===== src/pkg/fsp_pkg.sv =====
// Constants and carriers for the flash security and protection options
// ----------------------------------------------------------------------
// ----------------------------------------------------------------------
package fsp_pkg;
    localparam logic [1:0] OFS_OPTION = 2'h0;
    localparam logic [1:0] OFS_CONFIG = 2'h1;
    localparam logic [1:0] OFS_PROTECT = 2'h2;
    localparam logic [1:0] OFS_STATUS = 2'h3;
    localparam logic [7:0] OPTION_RST = 8'h00;
    localparam logic [7:0] PROTECT_RST = 8'h00;
    localparam logic [7:0] CONFIG_RST = 8'h00;
    localparam logic [7:0] OPTION_MASK = 8'hc3;
    localparam logic [7:0] CONFIG_MASK = 8'he0;
    localparam logic [7:0] PROTECT_MASK = 8'hf8;
    localparam int KEY_EN_BIT = 7;
    localparam int NORED_BIT = 6;
    localparam int KEY_ACC_BIT = 5;
    localparam int OPEN_BIT = 7;
    localparam int PDIS_BIT = 6;
    localparam int SIZE_LSB = 3;
    localparam int VIOL_BIT = 5;
    localparam int LIFT_BIT = 1;
    localparam int SECURE_BIT = 0;
    localparam logic [1:0] SEC_UNSECURED = 2'h2;
    localparam logic [2:0] SIZE_WHOLE = 3'h7;
    localparam logic [2:0] SIZE_16K = 3'h5;
    localparam logic [2:0] SIZE_32K = 3'h6;
    localparam logic [15:0] KEY_BASE = 16'hffb0;
    localparam logic [15:0] KEY_LAST = 16'hffb7;
    localparam logic [15:0] BLOCK_MIN = 16'h0200;
    localparam logic [15:0] WHOLE_BASE = 16'h182c;
    localparam logic [15:0] VEC_LO = 16'hffc0;
    localparam logic [15:0] VEC_HI = 16'hfffd;
    localparam logic [2:0] KEY_LAST_IDX = 3'h7;

    typedef struct packed {
        logic wr;
        logic dbg;
        logic [15:0] addr;
        logic [7:0] data;
    } fsp_flash_wr_t;

    typedef struct packed {
        logic valid;
        logic mass;
        logic [15:0] addr;
    } fsp_cmd_t;
endpackage : fsp_pkg


===== src/logic/fsp_protect.sv =====
// Flash option, security, key compare and block protection logic
`timescale 1ns/1ns
`default_nettype none
module fsp_protect #(
    parameter int MEM_KBYTES = 60
) (
    input wire logic clock,
    input wire logic rst_n,
    input wire logic [1:0] reg_addr,
    input wire logic [7:0] reg_wdata,
    input wire logic reg_wr,
    input wire logic reg_rd,
    input wire logic reg_dbg,
    output logic [7:0] reg_rdata,
    input wire logic [7:0] nonvolatile_option_byte,
    input wire logic [7:0] nonvolatile_protection_byte,
    input wire logic [63:0] stored_backdoor_key,
    input wire fsp_pkg::fsp_flash_wr_t flash_wr,
    output logic cmd_first_step,
    input wire fsp_pkg::fsp_cmd_t cmd,
    output logic cmd_accept,
    input wire logic blank_ok,
    input wire logic mem_rd,
    input wire logic mem_rd_from_flash,
    input wire logic mem_rd_src_unsecured,
    output logic mem_rd_deny,
    output logic flash_rd_invalid,
    input wire logic vec_req,
    input wire logic [15:0] vec_addr,
    output logic [15:0] vec_addr_out,
    output logic secure
);
    import fsp_pkg::*;

    // ------------------------------------------------------------------
    // Shadow registers
    // ------------------------------------------------------------------
    logic loaded_q;
    logic [7:0] option_q;
    logic [7:0] config_q;
    logic [7:0] protect_q;
    logic viol_q;
    logic lift_q;
    logic key_unlock;
    logic viol_set;
    logic [7:0] rdata_q;
    logic [15:0] vec_q;

    always_ff @(posedge clock or negedge rst_n) begin
        if (!rst_n) begin
            loaded_q <= 1'b0;
        end else begin
            loaded_q <= 1'b1;
        end
    end

    // Copy happens on the first edge after release, never under reset
    always_ff @(posedge clock or negedge rst_n) begin
        if (!rst_n) begin
            option_q <= OPTION_RST;
        end else if (!loaded_q) begin
            option_q <= nonvolatile_option_byte & OPTION_MASK;
        end else if (key_unlock || blank_ok) begin
            option_q[1:0] <= SEC_UNSECURED;
        end
    end

    always_ff @(posedge clock or negedge rst_n) begin
        if (!rst_n) begin
            protect_q <= PROTECT_RST;
        end else if (!loaded_q) begin
            protect_q <= nonvolatile_protection_byte & PROTECT_MASK;
        end else if (reg_wr && reg_dbg && reg_addr == OFS_PROTECT) begin
            protect_q <= reg_wdata & PROTECT_MASK;
        end
    end

    always_ff @(posedge clock or negedge rst_n) begin
        if (!rst_n) begin
            config_q <= CONFIG_RST;
        end else if (reg_wr && reg_addr == OFS_CONFIG) begin
            config_q <= reg_wdata & CONFIG_MASK;
        end
    end

    // ------------------------------------------------------------------
    // Security state
    // ------------------------------------------------------------------
    logic key_en;
    logic no_redir;
    logic key_acc;
    logic open_bit;
    logic prot_dis;
    logic [2:0] size_code;
    logic [2:0] size_eff;

    assign key_en = option_q[KEY_EN_BIT];
    assign no_redir = option_q[NORED_BIT];
    assign key_acc = config_q[KEY_ACC_BIT];
    assign open_bit = protect_q[OPEN_BIT];
    assign prot_dis = protect_q[PDIS_BIT];
    assign size_code = protect_q[SIZE_LSB +: 3];

    assign secure = option_q[1:0] != SEC_UNSECURED;

    assign mem_rd_deny = mem_rd && secure && mem_rd_src_unsecured;
    assign flash_rd_invalid = mem_rd && mem_rd_from_flash && key_acc;

    // ------------------------------------------------------------------
    // Backdoor key comparison
    // ------------------------------------------------------------------
    logic [2:0] key_idx_q;
    logic key_bad_q;
    logic key_hit;
    logic key_wr;
    logic byte_ok;

    assign key_hit = flash_wr.addr >= KEY_BASE && flash_wr.addr <= KEY_LAST;
    assign key_wr = flash_wr.wr && key_acc && key_hit && key_en
        && !flash_wr.dbg;
    assign byte_ok = flash_wr.addr[2:0] == key_idx_q
        && flash_wr.data == stored_backdoor_key[{key_idx_q, 3'h0} +: 8];
    assign key_unlock = key_wr && key_idx_q == KEY_LAST_IDX
        && !key_bad_q && byte_ok;
    assign cmd_first_step = flash_wr.wr && !(key_acc && key_hit);

    // Leaving key mode restarts the sequence so stale bytes never count
    always_ff @(posedge clock or negedge rst_n) begin
        if (!rst_n) begin
            key_idx_q <= 3'h0;
            key_bad_q <= 1'b0;
        end else if (!key_acc) begin
            key_idx_q <= 3'h0;
            key_bad_q <= 1'b0;
        end else if (key_wr) begin
            key_idx_q <= key_idx_q + 3'h1;
            key_bad_q <= (key_idx_q == KEY_LAST_IDX) ? 1'b0
                : (key_bad_q || !byte_ok);
        end
    end

    always_ff @(posedge clock or negedge rst_n) begin
        if (!rst_n) begin
            lift_q <= 1'b0;
        end else if (key_unlock) begin
            lift_q <= 1'b1;
        end
    end

    // ------------------------------------------------------------------
    // Protected range
    // ------------------------------------------------------------------
    logic [15:0] block_size;
    logic [15:0] prot_base;
    logic in_block;
    logic cmd_bad;

    // Sizes a part cannot hold fall back to protecting all flash
    always_comb begin
        size_eff = size_code;
        if ((size_code == SIZE_16K && MEM_KBYTES < 32)
            || (size_code == SIZE_32K && MEM_KBYTES < 60)) begin
            size_eff = SIZE_WHOLE;
        end
    end

    assign block_size = BLOCK_MIN << size_eff;
    assign prot_base = (size_eff == SIZE_WHOLE) ? WHOLE_BASE
        : 16'(16'h0000 - block_size);
    assign in_block = !prot_dis && cmd.addr >= prot_base;

    assign cmd_bad = !open_bit || in_block || (cmd.mass && !prot_dis);
    assign cmd_accept = cmd.valid && !cmd_bad;
    assign viol_set = cmd.valid && cmd_bad;

    // Set wins over a same-cycle write-one clear
    always_ff @(posedge clock or negedge rst_n) begin
        if (!rst_n) begin
            viol_q <= 1'b0;
        end else if (viol_set) begin
            viol_q <= 1'b1;
        end else if (reg_wr && reg_addr == OFS_STATUS
            && reg_wdata[VIOL_BIT]) begin
            viol_q <= 1'b0;
        end
    end

    // ------------------------------------------------------------------
    // Vector redirection
    // ------------------------------------------------------------------
    logic redir;

    assign redir = open_bit && !no_redir && size_eff != SIZE_WHOLE
        && vec_addr >= VEC_LO && vec_addr <= VEC_HI;

    always_ff @(posedge clock or negedge rst_n) begin
        if (!rst_n) begin
            vec_q <= 16'h0000;
        end else if (vec_req) begin
            vec_q <= redir ? 16'(vec_addr - block_size) : vec_addr;
        end
    end
    assign vec_addr_out = vec_q;

    // ------------------------------------------------------------------
    // Register read port
    // ------------------------------------------------------------------
    always_ff @(posedge clock or negedge rst_n) begin
        if (!rst_n) begin
            rdata_q <= 8'h00;
        end else if (reg_rd) begin
            case (reg_addr)
                OFS_OPTION: rdata_q <= option_q & OPTION_MASK;
                OFS_CONFIG: rdata_q <= config_q & CONFIG_MASK;
                OFS_PROTECT: rdata_q <= protect_q & PROTECT_MASK;
                OFS_STATUS: begin
                    rdata_q <= 8'h00;
                    rdata_q[VIOL_BIT] <= viol_q;
                    rdata_q[LIFT_BIT] <= lift_q;
                    rdata_q[SECURE_BIT] <= secure;
                end
                default: rdata_q <= 8'h00;
            endcase
        end else begin
            rdata_q <= 8'h00;
        end
    end
    assign reg_rdata = rdata_q;
endmodule : fsp_protect
`default_nettype wire


===== config.mk =====
export PLATFORM = sky130hd
export DESIGN_NAME = fsp_protect
export DESIGN_NICKNAME = d
export VERILOG_FILES = /design/src/pkg/fsp_pkg.sv /design/src/logic/fsp_protect.sv
export SDC_FILE = /design/constraint.sdc
export NUM_CORES = 1
export LEC_CHECK = 0
export BUFFER_PORTS_ARGS = -buffer_cell sky130_fd_sc_hd__buf_2
export CAP_MARGIN = 20
export CORE_MARGIN = 1
export CORE_UTILIZATION = 47
export CTS_BUF_LIST = sky130_fd_sc_hd__clkbuf_16
export DETAILED_ROUTE_END_ITERATION = 6
export PLACE_DENSITY = 0.83
export SLEW_MARGIN = 40
export SYNTH_ARGS = -nofsm -noshare
export SYNTH_HDL_FRONTEND = slang
export SYNTH_SLANG_ARGS = --single-unit

===== constraint.sdc =====
create_clock -name clock -period 5.15 [get_ports clock]
set_input_delay 0.2575 -clock clock [delete_from_list [all_inputs] [get_ports clock]]
set_output_delay 0.2575 -clock clock [all_outputs]
set_load 0.05 [all_outputs]

==> reports/summary.txt <==
Final period util: 0.582
# IOs: 189
Vias: 3,010
Sequential share of power: 0.357
Drc violations: 0
Core Util, Final: 0.662
Nets: 653
Area growth syn-to-layout: 36.0%
WL per Instance: 14.4 µm
Final Hold Fails: 0
Max-cap violations: 0
Initial antenna violation count: 1
Largest net degree at the start of global routing: 43
Gr ovfl total: 0
GRT Total Usage: 0.237
VDD IR max: 0.000208 V
Post-Syn Area per Cell: 9.98 µm²
CTS Sinks: 42
Root buffer cell: clkbuf_16
Hold Crit Start: nonvolatile_option_byte[7]
Comb pwr share: 0.264
Synth area leaders: dfrtp_1 34%, mux2i_1 8.8%, ha_1 6.5%
Element type at the critical path start: register
Slew Viols, Final: 0
Reg-to-reg startpoint: key_idx_q[1]
R2R Path End: option_q[0]
Detailed Route WL: 8020 µm
Share of cells above drive strength 1: 0.446
Die width: 82.9 µm
Final GP Congestion: 0.848
Clock H-tree levels: 2
DIE AREA: 6870 µm²
Synth cell count leaders: 42 x dfrtp_1, 27 x mux2i_1, 17 x a21oi_1
Worst min path class: in -> reg
CP Capture Type: output port
Static Leakage: 2.09 nW
Worst-skew pair later-pin latency: 0.28 ns
Vias in the first global route: 2,986
Total power per unit cell area: 257 nW/µm²
Count leader, synth: dfrtp_1
Post-route ant nets: 0
Arr. time, crit path: 2.74 ns
Async set-reset flop share out of synthesis: 1.00
Synth warnings: 0
Clk buf depth: 2
Dpl hpwl: 6620 µm
Initial Utilization: 0.487
DR iter-0 viols: 88
Die H: 82.9 µm
Worst hold endpoint: option_q[7]
Post-synth top area cell: dfrtp_1
Clock skew: 0.00346 ns
Minimum clock period: 3.00 ns
Vias/cell: 5.41
Clock share of power: 0.379
Cell count after synthesis: 308
Pre-Repair DR Iteration Count: 4
Synthesized flop and latch total: 42
Reg2reg setup slack: 2.58 ns
Worst Path Max Fanout: 15
Post-synthesis instance area: 3070 µm²
Sequential area share after synthesis: 0.342
Top-area cell type share of the netlist area: 0.342
Net count after synthesis: 484
Crit path kind: reg -> out
Slew headroom: 0.455
Worst reg2reg path depth: 6
Port bufs: 175
Global-route wire length before repair: 13,200 µm
Hold depth: 2
Core ar.: 6310 µm²
Internal power: 0.757 mW
RSZ-0062 raised after global routing: no
Row cnt: 29
Fmax: 334 MHz
Synth cell types: 51
Final setup vio count: 0
TritonCTS clock tree: built
Slew of the pin with the lowest slew margin: 0.810 ns
Setup TNS: 0 ns
CP Data Required Time: 4.89 ns
Top_reg_cell synth: dfrtp_1
Sw Share: 0.295
EDFF count, synth: 0
Clock Pin Slew Worst Setup and Hold Paths: 0.06 ns
Switch Pwr: 0.317 mW
CTS buffer count: 5
Post-CTS Resized: 0
Status: finished, final reports clean
[cells in the final DEF, fill, tap and decap left out, types with 5 or more instances in the layout]
cell type,count
xor2_1,10
o211ai_1,7
and3_1,11
nand2_1,15
inv_1,14
nor2b_1,11
mux2_2,16
clkbuf_16,5
nor2_1,14
a21oi_1,17
a22oi_1,9
o21ai_0,12
mux4_2,6
a31oi_1,5
mux2i_1,27
ha_1,16
buf_2,174
nand3_1,8
dfrtp_1,42
[registers in the layout (all words and copies together), names as in the netlist]
register and count:
key_idx_q 3, lift_q 1, reg_rdata 7, loaded_q 1
vec_addr_out 16, key_bad_q 1, viol_q 1, config_q 3
option_q 4, protect_q 5
[layer usage]
metal  share of wire  up-vias  wire length (µm)  GRT usage
li1                -     1485                 -          -
met1            0.38     1381              3030      0.248
met2            0.54      126              4340      0.468
met3           0.055       18               439     0.0398
met4           0.026        0               212     0.0815
met5               0        -                 0          0
[worst max-delay path, stage by stage (launching register included)]
cell and delay [ns]:
dfrtp_1 0.56, and3_1 0.32, inv_1 0.11, ha_1 0.29, o21a_1 0.17, o31ai_1 0.18, a31o_2 0.18, a31oi_1 0.09
o21ai_0 0.16, a32o_1 0.14, buf_2 0.26
[power by group through the flow]
stage / sequential [mW] / clock, mW / combinational, mW
CTS: 0.384 / 0.412 / 0.286
global placement: 0.388 / 0 / 0.275
finish: 0.384 / 0.407 / 0.283
global route: 0.389 / 0.425 / 0.310
detailed placement: 0.390 / 0 / 0.284
floorplan: 0.433 / 0 / 0.129
[worst max path at each step]
stage	end	start	slack (ns)	depth (start not counted)
CTS	cmd_accept	protect_q[5]	2.13	10
detailed placement	cmd_accept	protect_q[5]	2.44	10
finish	cmd_accept	protect_q[5]	2.15	10
floorplan	cmd_accept	protect_q[3]	2.60	10
global route	cmd_accept	protect_q[5]	1.95	10
global placement	cmd_accept	protect_q[5]	2.47	9
[through the flow]
stage | hold WS, ns | cells | worst slack (ns) | power, mW | cell area, µm²
3_5_place_dp | 0.279 | 546 | 2.44 | 0.674 | 3970
5_1_grt | 0.213 | 556 | 1.95 | 1.12 | 4180
6_report | 0.206 | 556 | 2.15 | 1.07 | 4180
3_3_place_gp | 0.436 | 546 | 2.47 | 0.663 | 3970
2_1_floorplan | -0.0381 | 308 | 2.60 | 0.562 | 3070
4_1_cts | 0.207 | 555 | 2.13 | 1.08 | 4180
[layout make-up]
type                            instances  area [µm²]
Timing Repair Buffer                  177         896
Multi-Input combinational cell        237        1890
Inverter                               14        52.6
Antenna cell                            1        2.50
Fill cell                             533        2130
Tap cell                               77        96.3
Sequential cell                        42        1050
Clock buffer                            5         125
Clock inverter                          3        68.8
[cell families (layout without fill, tap and decap cells)]
logic type | after synthesis | after routing | share of synthesized area
other | 2 | 3 | 0.00244
muxes | 51 | 51 | 0.208
adders and majority gates | 16 | 16 | 0.0651
AOI/OAI and AO/OA | 68 | 68 | 0.142
buffers and inverters | 29 | 199 | 0.0440
and+or+nand+nor | 88 | 88 | 0.163
DFF | 42 | 42 | 0.342
xor gates and xnor gates | 12 | 12 | 0.0342
[repair_timing]
action	CTS	global route
endpoints found under the setup margin	0	0
buffers inserted	0	0
hold buffers	1	0
hold endpoints to repair	42	0
No activity file was read; power rests on OpenSTA's default activity.
